### config.mk
export PLATFORM = sky130hd
export DESIGN_NAME = cpu8_instruction_decode
export DESIGN_NICKNAME = d
export VERILOG_FILES = /design/src/inc/cpu8_decode_pkg.sv /design/src/inc/alu_if.sv /design/src/verilog/alu_unit.sv /design/src/verilog/cpu8_instruction_decode.sv
export SDC_FILE = /design/constraint.sdc
export NUM_CORES = 1
export LEC_CHECK = 0
export BUFFER_PORTS_ARGS = -buffer_cell sky130_fd_sc_hd__buf_2
export CAP_MARGIN = 20
export CORE_UTILIZATION = 40
export DETAILED_ROUTE_END_ITERATION = 16
export SYNTH_ARGS = -nofsm -noshare
export SYNTH_HDL_FRONTEND = slang
export SYNTH_SLANG_ARGS = --single-unit
### constraint.sdc
create_clock -name clock -period 4.6 [get_ports clock]
set_input_delay 0.46 -clock clock [delete_from_list [all_inputs] [get_ports clock]]
set_output_delay 0.46 -clock clock [all_outputs]
set_load 0.05 [all_outputs]
### src/inc/cpu8_decode_pkg.sv
package cpu8_decode_pkg;
  // Opcode match fields, taken from the top of the word
  localparam logic [5:0]  HI6_ADDC    = 6'h08;
  localparam logic [5:0]  HI6_DECSNZ  = 6'h13;
  localparam logic [5:0]  HI6_SUB_AF  = 6'h16;
  localparam logic [5:0]  HI6_SUB_FA  = 6'h15;
  localparam logic [5:0]  HI6_RLC     = 6'h0d;
  localparam logic [6:0]  HI7_CPLT    = 7'h30;
  localparam logic [6:0]  HI7_CPEQ    = 7'h31;
  localparam logic [6:0]  HI7_CPGT    = 7'h32;
  localparam logic [6:0]  HI7_CALL    = 7'h76;
  localparam logic [3:0]  HI4_BTSC    = 4'hb;
  localparam logic [3:0]  HI4_BTSS    = 4'ha;
  localparam logic [3:0]  HI4_SECOND  = 4'hf;
  localparam logic [4:0]  HI5_BRANCH  = 5'h1c;
  localparam logic [7:0]  HI8_GOTO    = 8'hef;
  localparam logic [7:0]  HI8_RETLIT  = 8'h0c;
  localparam logic [7:0]  HI8_ANDL    = 8'h0b;
  localparam logic [14:0] HI15_RETIRQ = 15'h0008;
  localparam logic [15:0] WORD_SLEEP  = 16'h0003;
  localparam logic [15:0] WORD_PUSH   = 16'h0005;
  // Field positions and address map
  localparam int unsigned BIT_DEST        = 9;
  localparam int unsigned BIT_ACCESS      = 8;
  localparam logic [7:0]  ACCESS_LIMIT    = 8'h5f;
  localparam logic [3:0]  BANK_LOW        = 4'h0;
  localparam logic [3:0]  BANK_SFR        = 4'hf;
  localparam logic [11:0] PORT_ADDR_DEF   = 12'hf80;
  localparam logic [11:0] TIMER0_ADDR_DEF = 12'hfd0;
  // Status flag positions and reset values
  localparam int unsigned FLAG_C   = 0;
  localparam int unsigned FLAG_DIG = 1;
  localparam int unsigned FLAG_Z   = 2;
  localparam int unsigned FLAG_OVF = 3;
  localparam int unsigned FLAG_N   = 4;
  localparam logic [7:0]  ACC_RST   = 8'h00;
  localparam logic [4:0]  FLAGS_RST = 5'h00;

  typedef enum logic [1:0] {PH_Q1 = 2'h0, PH_Q2 = 2'h1, PH_Q3 = 2'h2, PH_Q4 = 2'h3} phase_e;
  typedef enum logic [4:0] {
    OP_NOP = 5'h00, OP_ADDC = 5'h01, OP_SUB_AF = 5'h02, OP_SUB_FA = 5'h03, OP_RLC = 5'h04,
    OP_DECSNZ = 5'h05, OP_CPEQ = 5'h06, OP_CPGT = 5'h07, OP_CPLT = 5'h08, OP_BTSC = 5'h09,
    OP_BTSS = 5'h0a, OP_BRANCH = 5'h0b, OP_CALL = 5'h0c, OP_GOTO = 5'h0d, OP_SECOND = 5'h0e,
    OP_SLEEP = 5'h0f, OP_PUSH = 5'h10, OP_RETIRQ = 5'h11, OP_RETLIT = 5'h12, OP_ANDL = 5'h13
  } op_e;
  typedef enum logic [2:0] {
    ALU_PASS = 3'h0, ALU_ADDC = 3'h1, ALU_SUB_AF = 3'h2, ALU_SUB_FA = 3'h3,
    ALU_AND = 3'h4, ALU_RLC = 3'h5, ALU_DEC = 3'h6
  } alu_e;
endpackage

### src/inc/alu_if.sv
`timescale 1ns/1ps
`default_nettype none
// Operands and results between decoder and arithmetic unit
interface alu_if;
  import cpu8_decode_pkg::*;
  alu_e       op;      // Operation select
  logic [7:0] a;       // Accumulator operand
  logic [7:0] b;       // File or literal operand
  logic       cin;     // Carry in
  logic [7:0] result;  // Arithmetic result
  logic       cout;    // Carry out
  logic       digOut;  // Nibble carry
  logic       ovfOut;  // Signed overflow
  logic       zOut;    // Result is zero
  logic       nOut;    // Result sign
  modport decoder (output op, a, b, cin, input result, cout, digOut, ovfOut, zOut, nOut);
  modport alu (input op, a, b, cin, output result, cout, digOut, ovfOut, zOut, nOut);
endinterface
`default_nettype wire

### src/verilog/alu_unit.sv
`timescale 1ns/1ps
`default_nettype none

module alu_unit
  import cpu8_decode_pkg::*;
(
  alu_if.alu bus
);
  logic [7:0] x;    // Adder left input
  logic [7:0] y;    // Adder right input
  logic [8:0] sum;  // Full sum with carry
  logic [4:0] low;  // Low nibble sum for digit carry
  logic [7:0] r;    // Selected result

  // One adder serves both subtractions: borrow is the inverted carry
  always_comb begin
    x = bus.a;
    y = bus.b;
    if (bus.op == ALU_SUB_AF) begin  // File minus accumulator
      x = bus.b;
      y = ~bus.a;
    end else if (bus.op == ALU_SUB_FA) begin  // Accumulator minus file
      y = ~bus.b;
    end
    sum = {1'b0, x} + {1'b0, y} + {8'h00, bus.cin};
    low = {1'b0, x[3:0]} + {1'b0, y[3:0]} + {4'h0, bus.cin};
  end

  // Result select and flag outputs
  always_comb begin
    r = sum[7:0];
    bus.cout = sum[8];
    case (bus.op)
      ALU_AND:  r = bus.a & bus.b;
      ALU_RLC: begin  // Carry enters at bit 0, bit 7 leaves
        r = {bus.b[6:0], bus.cin};
        bus.cout = bus.b[7];
      end
      ALU_DEC:  r = bus.b - 8'h01;
      ALU_PASS: r = bus.b;
      default:  r = sum[7:0];
    endcase
    bus.result = r;
    bus.digOut = low[4];
    bus.ovfOut = (x[7] == y[7]) && (sum[7] != x[7]);
    bus.zOut = (r == 8'h00);
    bus.nOut = r[7];
  end
endmodule
`default_nettype wire

### src/verilog/cpu8_instruction_decode.sv
`timescale 1ns/1ps
`default_nettype none

module cpu8_instruction_decode
  import cpu8_decode_pkg::*;
#(
  parameter logic [11:0] PORT_ADDR   = PORT_ADDR_DEF,   // Port whose pins feed reads
  parameter logic [11:0] TIMER0_ADDR = TIMER0_ADDR_DEF  // Timer zero counter
)(
  input  wire logic        clock,
  input  wire logic        rst_n,
  input  wire logic        clkEn,
  input  wire logic [15:0] instrWord,
  input  wire logic [7:0]  fileData,
  input  wire logic [7:0]  portPins,
  input  wire logic [3:0]  bankSelect,
  input  wire logic [11:0] indexBase,
  input  wire logic        extendedEn,
  input  wire logic        prescalerAssigned,
  output logic [1:0]       quarterPhase,
  output logic             fetchStrobe,
  output logic             nopCycle,
  output logic [11:0]      dataAddr,
  output logic             fileWriteEn,
  output logic [7:0]       fileWriteData,
  output logic [7:0]       accumulator,
  output logic [4:0]       statusFlags,
  output logic             watchdogExpired,
  output logic             powerDown,
  output logic             gieHigh,
  output logic             gieLow,
  output logic             jumpEn,
  output logic             jumpRelative,
  output logic [19:0]      jumpTarget,
  output logic             stackPush,
  output logic             stackPop,
  output logic             sleepReq,
  output logic             prescalerClear
);
  // Port and timer must not share one address
  if (PORT_ADDR == TIMER0_ADDR) begin : g_bad_map
    $error("Port and timer zero addresses collide");
  end

  // Whole decoder state in one record
  typedef struct packed {
    phase_e      phase;     // Quarter of the instruction cycle
    op_e         op;        // Decoded operation
    logic [15:0] instr;     // Word under execution
    logic        pend;      // Second word of call or jump awaited
    logic        pendCall;  // Pending pair is a call
    logic [7:0]  pendLow;   // Low target bits from first word
    logic        flush;     // Next word runs as no-op
    logic        skip;      // Skip or branch condition met
    logic [7:0]  operand;   // Source operand read in Q2
    logic [7:0]  result;    // Result formed in Q3
    logic [4:0]  newFlags;  // Flags formed in Q3
    logic [7:0]  pinMeta;   // Pin synchroniser, first stage
    logic [7:0]  pinSync;   // Pin synchroniser, second stage
    logic [7:0]  acc;       // Working accumulator
    logic [4:0]  flags;     // Arithmetic status
    logic        wdtExp;    // Watchdog expired flag
    logic        pwrDown;   // Powerdown flag
    logic        gieH;      // High priority enable
    logic        gieL;      // Low priority enable
    logic [11:0] addr;      // Data memory address
    logic        fetch;     // Next word request
    logic        fileWe;    // File write strobe
    logic [7:0]  fileWd;    // File write data
    logic        jump;      // Program counter load
    logic        jumpRel;   // Load is relative
    logic [19:0] jumpTgt;   // Target or offset
    logic        push;      // Return stack push
    logic        pop;       // Return stack pop and return
    logic        sleep;     // Standby request
    logic        prescClr;  // Timer prescaler clear
    logic        nop;       // Current cycle is a no-op
  } state_s;

  state_s s_r;    // Registered state
  state_s s_nxt;  // Next state

  alu_if aluBus ();  // Link to arithmetic unit

  alu_unit u_alu (
    .bus (aluBus.alu)
  );

  // Operation class from an instruction word
  function automatic op_e decodeOp(input logic [15:0] w);
    op_e o;
    o = OP_NOP;  // Unknown and lone second words fall to no-op
    if (w[15:10] == HI6_ADDC) o = OP_ADDC;
    else if (w[15:10] == HI6_SUB_AF) o = OP_SUB_AF;
    else if (w[15:10] == HI6_SUB_FA) o = OP_SUB_FA;
    else if (w[15:10] == HI6_RLC) o = OP_RLC;
    else if (w[15:10] == HI6_DECSNZ) o = OP_DECSNZ;
    else if (w[15:9] == HI7_CPEQ) o = OP_CPEQ;
    else if (w[15:9] == HI7_CPGT) o = OP_CPGT;
    else if (w[15:9] == HI7_CPLT) o = OP_CPLT;
    else if (w[15:12] == HI4_BTSC) o = OP_BTSC;
    else if (w[15:12] == HI4_BTSS) o = OP_BTSS;
    else if (w[15:11] == HI5_BRANCH) o = OP_BRANCH;
    else if (w[15:9] == HI7_CALL) o = OP_CALL;
    else if (w[15:8] == HI8_GOTO) o = OP_GOTO;
    else if (w == WORD_SLEEP) o = OP_SLEEP;
    else if (w == WORD_PUSH) o = OP_PUSH;
    else if (w[15:1] == HI15_RETIRQ) o = OP_RETIRQ;
    else if (w[15:8] == HI8_RETLIT) o = OP_RETLIT;
    else if (w[15:8] == HI8_ANDL) o = OP_ANDL;
    return o;
  endfunction

  // Byte operations that honour the destination bit
  function automatic logic byteOp(input op_e o);
    return (o == OP_ADDC) || (o == OP_SUB_AF) || (o == OP_SUB_FA) ||
           (o == OP_RLC) || (o == OP_DECSNZ);
  endfunction

  // Data memory address from the file field
  function automatic logic [11:0] fileAddr(input logic [15:0] w, input logic [3:0] bank,
                                           input logic [11:0] base, input logic ext);
    logic [11:0] a;
    a = {bank, w[7:0]};
    if (!w[BIT_ACCESS]) begin
      if (ext && (w[7:0] <= ACCESS_LIMIT)) a = base + {4'h0, w[7:0]};
      else if (w[7:0] <= ACCESS_LIMIT) a = {BANK_LOW, w[7:0]};
      else a = {BANK_SFR, w[7:0]};
    end
    return a;
  endfunction

  // Branch condition from the second nibble
  function automatic logic branchTrue(input logic [2:0] c, input logic [4:0] f);
    logic t;
    case (c[2:1])
      2'h0:    t = f[FLAG_Z];
      2'h1:    t = f[FLAG_C];
      2'h2:    t = f[FLAG_OVF];
      default: t = f[FLAG_N];
    endcase
    return c[0] ? !t : t;  // Odd codes test the negated flag
  endfunction

  // Arithmetic unit inputs follow the decoded operation
  always_comb begin
    aluBus.a = s_r.acc;
    aluBus.b = s_r.operand;
    aluBus.cin = s_r.flags[FLAG_C];
    case (s_r.op)
      OP_ADDC:   aluBus.op = ALU_ADDC;
      OP_SUB_AF: aluBus.op = ALU_SUB_AF;
      OP_SUB_FA: aluBus.op = ALU_SUB_FA;
      OP_RLC:    aluBus.op = ALU_RLC;
      OP_DECSNZ: aluBus.op = ALU_DEC;
      OP_ANDL:   aluBus.op = ALU_AND;
      default:   aluBus.op = ALU_PASS;
    endcase
  end

  // Phase sequencer and execution
  always_comb begin
    s_nxt = s_r;
    s_nxt.pinMeta = portPins;
    s_nxt.pinSync = s_r.pinMeta;
    // Strobes last one enabled cycle
    s_nxt.fetch = 1'b0;
    s_nxt.fileWe = 1'b0;
    s_nxt.jump = 1'b0;
    s_nxt.push = 1'b0;
    s_nxt.pop = 1'b0;
    s_nxt.sleep = 1'b0;
    s_nxt.prescClr = 1'b0;
    case (s_r.phase)
      PH_Q1: begin
        s_nxt.phase = PH_Q2;
        s_nxt.instr = instrWord;
        s_nxt.nop = s_r.flush;
        s_nxt.flush = 1'b0;
        s_nxt.pend = 1'b0;
        s_nxt.skip = 1'b0;
        s_nxt.addr = fileAddr(instrWord, bankSelect, indexBase, extendedEn);
        if (s_r.flush) begin
          s_nxt.op = OP_NOP;
        end else if (s_r.pend && (instrWord[15:12] == HI4_SECOND)) begin
          s_nxt.op = OP_SECOND;
        end else begin
          s_nxt.op = decodeOp(instrWord);
        end
      end
      PH_Q2: begin
        s_nxt.phase = PH_Q3;
        if ((s_r.op == OP_ANDL) || (s_r.op == OP_RETLIT)) begin  // Literal operand
          s_nxt.operand = s_r.instr[7:0];
        end else if (s_r.addr == PORT_ADDR) begin
          s_nxt.operand = s_r.pinSync;
        end else begin
          s_nxt.operand = fileData;
        end
      end
      PH_Q3: begin
        s_nxt.phase = PH_Q4;
        s_nxt.fetch = 1'b1;
        s_nxt.result = aluBus.result;
        s_nxt.newFlags[FLAG_C] = aluBus.cout;
        s_nxt.newFlags[FLAG_DIG] = aluBus.digOut;
        s_nxt.newFlags[FLAG_Z] = aluBus.zOut;
        s_nxt.newFlags[FLAG_OVF] = aluBus.ovfOut;
        s_nxt.newFlags[FLAG_N] = aluBus.nOut;
        case (s_r.op)
          OP_CPEQ:   s_nxt.skip = (s_r.operand == s_r.acc);
          OP_CPGT:   s_nxt.skip = (s_r.operand > s_r.acc);
          OP_CPLT:   s_nxt.skip = (s_r.operand < s_r.acc);
          OP_DECSNZ: s_nxt.skip = (aluBus.result != 8'h00);
          OP_BTSC:   s_nxt.skip = !s_r.operand[s_r.instr[11:9]];
          OP_BTSS:   s_nxt.skip = s_r.operand[s_r.instr[11:9]];
          OP_BRANCH: s_nxt.skip = branchTrue(s_r.instr[10:8], s_r.flags);
          OP_SECOND: begin  // Jump lands with this fetch, so no flush is needed
            s_nxt.jump = 1'b1;
            s_nxt.jumpRel = 1'b0;
            s_nxt.jumpTgt = {s_r.instr[11:0], s_r.pendLow};
            s_nxt.push = s_r.pendCall;
          end
          default:   s_nxt.skip = 1'b0;
        endcase
      end
      default: begin
        s_nxt.phase = PH_Q1;
        if (byteOp(s_r.op)) begin
          if (s_r.instr[BIT_DEST]) begin
            s_nxt.fileWe = 1'b1;
            s_nxt.fileWd = s_r.result;
            s_nxt.prescClr = (s_r.addr == TIMER0_ADDR) && prescalerAssigned;
          end else begin
            s_nxt.acc = s_r.result;
          end
        end
        case (s_r.op)
          OP_ADDC, OP_SUB_AF, OP_SUB_FA: begin
            s_nxt.flags = s_r.newFlags;
          end
          OP_RLC: begin
            s_nxt.flags[FLAG_C] = s_r.newFlags[FLAG_C];
            s_nxt.flags[FLAG_Z] = s_r.newFlags[FLAG_Z];
            s_nxt.flags[FLAG_N] = s_r.newFlags[FLAG_N];
          end
          OP_ANDL: begin
            s_nxt.acc = s_r.result;
            s_nxt.flags[FLAG_Z] = s_r.newFlags[FLAG_Z];
            s_nxt.flags[FLAG_N] = s_r.newFlags[FLAG_N];
          end
          OP_RETLIT: begin
            s_nxt.acc = s_r.operand;
            s_nxt.pop = 1'b1;
          end
          OP_RETIRQ: begin
            s_nxt.pop = 1'b1;
            s_nxt.gieH = 1'b1;
            s_nxt.gieL = 1'b1;
          end
          OP_PUSH:  s_nxt.push = 1'b1;
          OP_SLEEP: begin
            s_nxt.sleep = 1'b1;
            s_nxt.wdtExp = 1'b0;
            s_nxt.pwrDown = 1'b1;
          end
          OP_CALL, OP_GOTO: begin
            s_nxt.pend = 1'b1;
            s_nxt.pendCall = (s_r.op == OP_CALL);
            s_nxt.pendLow = s_r.instr[7:0];
          end
          OP_BRANCH: begin
            s_nxt.jump = s_r.skip;
            s_nxt.jumpRel = 1'b1;
            s_nxt.jumpTgt = {{12{s_r.instr[7]}}, s_r.instr[7:0]};
          end
          default: ;
        endcase
        // The word fetched behind a taken skip, branch or return is dropped
        s_nxt.flush = s_r.skip || (s_r.op == OP_RETLIT) || (s_r.op == OP_RETIRQ);
      end
    endcase
  end

  // State register; the enable freezes everything, synchroniser included
  always_ff @(posedge clock or negedge rst_n) begin
    if (!rst_n) begin
      s_r <= '0;
      s_r.acc <= ACC_RST;
      s_r.flags <= FLAGS_RST;
    end else if (clkEn) begin
      s_r <= s_nxt;
    end
  end

  // Outputs straight from the state register
  assign quarterPhase = s_r.phase;
  assign fetchStrobe = s_r.fetch;
  assign nopCycle = s_r.nop;
  assign dataAddr = s_r.addr;
  assign fileWriteEn = s_r.fileWe;
  assign fileWriteData = s_r.fileWd;
  assign accumulator = s_r.acc;
  assign statusFlags = s_r.flags;
  assign watchdogExpired = s_r.wdtExp;
  assign powerDown = s_r.pwrDown;
  assign gieHigh = s_r.gieH;
  assign gieLow = s_r.gieL;
  assign jumpEn = s_r.jump;
  assign jumpRelative = s_r.jumpRel;
  assign jumpTarget = s_r.jumpTgt;
  assign stackPush = s_r.push;
  assign stackPop = s_r.pop;
  assign sleepReq = s_r.sleep;
  assign prescalerClear = s_r.prescClr;
endmodule
`default_nettype wire

==> flow_metrics.tcl <==
set metrics [dict create \
    run_status "completed" \
    p_per_area_nw_per_um2 619.2 \
    die_width_um 145.7 \
    coreArea_um2 20230 \
    maxCapViolations 0 \
    critPathSlowestCell "dfrtp_1" \
    seq_area_frac_synth_pct 39.69 \
    clkLatencyLatePin_ns 0.42 \
    end_kind "flop" \
    hp-class "in2async" \
    floorplan.io_pins 121 \
    timing.reg2reg.worst_path_depth 14 \
    numClockSinks 131 \
    vdd_drop_max_uv 254.3 \
    arrival_time_reported_for_the_critical_path_endpoint_ns 4.26 \
    rsz_0062_raised_after_global_routing "false" \
    drt-vias-per-instance 5.245 \
    place_ws_ns 0.7895 \
    top_post_synthesis_cells_by_area "dfrtp_1, mux2_2, nand2_1" \
    design.die.area_um2 21230 \
    post_route_minimum_period_ns 3.896 \
    hold_slack_ns 0.1309 \
    critPathRequiredTime_ns 4.97 \
    first_global_vias 6252 \
    flow.area_growth_from_synthesis_pct 11.85 \
    highest_attainable_clock_frequency_mhz 256.7 \
    cp_cell_sequence "nand3b_1 > nor3_2 > xnor2_1 > nand2_1 > o21ai_0 > fa_1 > fa_1 > nand3_1 > nand2_1 > xnor2_1 > a22oi_1 > or3_1 > nor3_2 > mux2_2" \
    detail-route-antenna-nets 0 \
    timing.critical_path.slowest_cell_delay_ns 0.70 \
    post_cts.resized_instances 0 \
    critical_path_source_type "flop" \
    r2r_setup_slack_ns 0.70 \
    yosys_warnings 0 \
    route.detailed.drc 0 \
    setup_total_negative_slack_ns 0 \
    criticalPathCategory "reg2reg" \
    drt-initial-drc-count 439 \
    start_util_pct 40.82 \
    antenna_violations_before_repair 0 \
    portBuffers 119 \
    post_route_cells_drive_above_1_share_pct 23.68 \
    cts_made_buffers 17 \
    antenna_cells 0 \
    htree_num_levels 4 \
    drtPass1Iterations 5 \
    clock_tree.buffer_depth 2 \
    synth-seq-cells 131 \
    postSynthAreaPerCell_um2 9.167 \
    mappedNetlistArea_um2 8259 \
    mappedNetlistNets 994 \
    grt_pass1_wl_um 34590 \
    final_net_count 1030 \
    finalSetupViolations 0 \
    final-hold-violation-count 0 \
    routability_congestion 0.9415 \
    post-route-worst-setup-slack_ns 0.7045 \
    die_height_um 145.7 \
    path_depth 14 \
    netlist.top_cell.by_area "dfrtp_1" \
    layout.cells.most_common_list "dfrtp_1, nand2_1, buf_2" \
    synth-main-ff-cell "dfrtp_1" \
    cts_hold_repair.buffers 0 \
    route.vias.total 6399 \
    cts-root-buf "clkbuf_16" \
    worst-path-buf-inv 0 \
    worst_setup_hold_path_clk_slew_ns 0.06 \
    synthArstFlopShare_pct 100.0 \
    dp_hpwl_um 15590 \
    wire_per_inst_um 17.31 \
    skew_ns 0.01069 \
    most_common_library_cell_in_the_layout_ignoring_fill_and_taps "dfrtp_1" \
    post-cts-setup-buffer-count 0 \
    cts_tree "done" \
    grtUsageTotal_pct 20.94 \
    synth_top_area_share_pct 39.69 \
    wirelength_um 21120 \
    power.static_leakage_uw 0.004456 \
    filler_cells 1936 \
    floorplan.rows 52 \
    ys_types 64 \
    largest_net_degree_at_the_start_of_global_routing 97 \
    worst-slew-pin-transition_ns 1.110 \
    finalMaxSlewViolations 0 \
    cell_family_with_the_largest_share_of_critical_path_delay "simple AND/OR/NAND/NOR gates" \
    synth_enable_flop_cells 0 \
    synthCells 901 \
    layout_worst_path_cycle_share_pct 84.68 \
    overflow 0 \
    worst-path-max-fanout 17 \
    headroom_to_the_max_slew_limit_pct 25.85 \
]
-- flip-flops by register name, indices dropped and copies added, names as in the netlist --
name	flops
accumulator	8
aluBus.b	8
dataAddr	12
fetchStrobe	1
fileWriteData	8
fileWriteEn	1
gieLow	1
jumpEn	1
jumpRelative	1
jumpTarget	20
nopCycle	1
powerDown	1
prescalerClear	1
quarterPhase	2
s_nxt	8
s_r	49
sleepReq	1
stackPop	1
stackPush	1
statusFlags	5
-- cells by family after synthesis --
| family | synth area share [%] |
|---|---|
| AOI/OAI and AO/OA | 16.33 |
| and+or+nand+nor | 14.92 |
| xor gates and xnor gates | 3.075 |
| muxes | 10.33 |
| DFF | 39.69 |
| other | 0.04540 |
| adders and majority gates | 6.332 |
| buffers and inverters | 9.271 |
-- worst register-to-register path: cells and delay by family (launching register included) --
| family | cells | cell delay (ns) |
|---|---|---|
| flip-flops | 1 | 0.70 |
| multiplexers | 1 | 0.19 |
| adder cells (fa/ha/maj) | 2 | 0.92 |
| AO/OA/AOI/OAI | 2 | 0.24 |
| XOR/XNOR | 2 | 0.26 |
| AND/OR/NAND/NOR | 7 | 1.52 |
-- cell type report --
cell class	count	area (um2)	area share, %
Clock buffer	18	439.2	4.754
Clock inverter	14	166.4	1.801
Inverter	28	105.1	1.138
Multi-Input combinational cell	629	4227	45.75
Sequential cell	131	3278	35.49
Tap cell	270	337.8	3.657
Timing Repair Buffer	130	684.4	7.409
-- metal layers --
| metal | wire (um) | vias to the layer above | track usage, % |
|---|---|---|---|
| met4 | 502 | 0 | 7.684 |
| li1 | - | 3189 | - |
| met2 | 9689 | 161 | 32.34 |
| met5 | 0 | - | 0 |
| met1 | 10080 | 3018 | 29.23 |
| met3 | 844 | 31 | 3.887 |
-- report_power, final --
group	switching, uW	internal [uW]
registers	474	1440
clock network	555	829
logic	1520	904
total	2550	3170
-- cells in the mapped netlist (14+ instances only) --
library cell    n
a21oi_1        49
buf_4          57
clkbuf_1       43
dfrtp_1       131
ha_1           37
inv_1          28
mux2_2         52
mux2i_1        20
nand2_1       130
nand3_1        15
nor2_1         47
nor3_1         15
o21ai_0        79
xnor2_1        15
xor2_1         14
-- final timing paths --
check,start,end
setup / recovery,s_r[131]$_DFFE_PN0P_,s_r[84]$_DFFE_PN0P_
hold / removal,rst_n,fileWriteData[6]$_DFFE_PN0P_
setup reg to reg,s_r[131]$_DFFE_PN0P_,s_r[84]$_DFFE_PN0P_
hold reg to reg,jumpTarget[11]$_DFFE_PN0P_,jumpTarget[11]$_DFFE_PN0P_
max in group asynchronous,rst_n,s_r[108]$_DFFE_PN0P_
min in group clock,portPins[0],s_nxt[66]$_DFFE_PN0P_
-- per-stage QoR --
step / cell area (um2) / power, uW / cells / utilization, %
2_1_floorplan: 8259 / 3800 / 901 / -
6_report: 9238 / 5719 / 1220 / 45.65
3_3_place_gp: 8625 / 4329 / 1187 / 42.62
3_5_place_dp: 8625 / 4340 / 1187 / 42.62
5_1_grt: 9238 / 6102 / 1220 / 45.65
4_1_cts: 9230 / 5738 / 1219 / 45.62
Power figures use the tool's default switching activity.
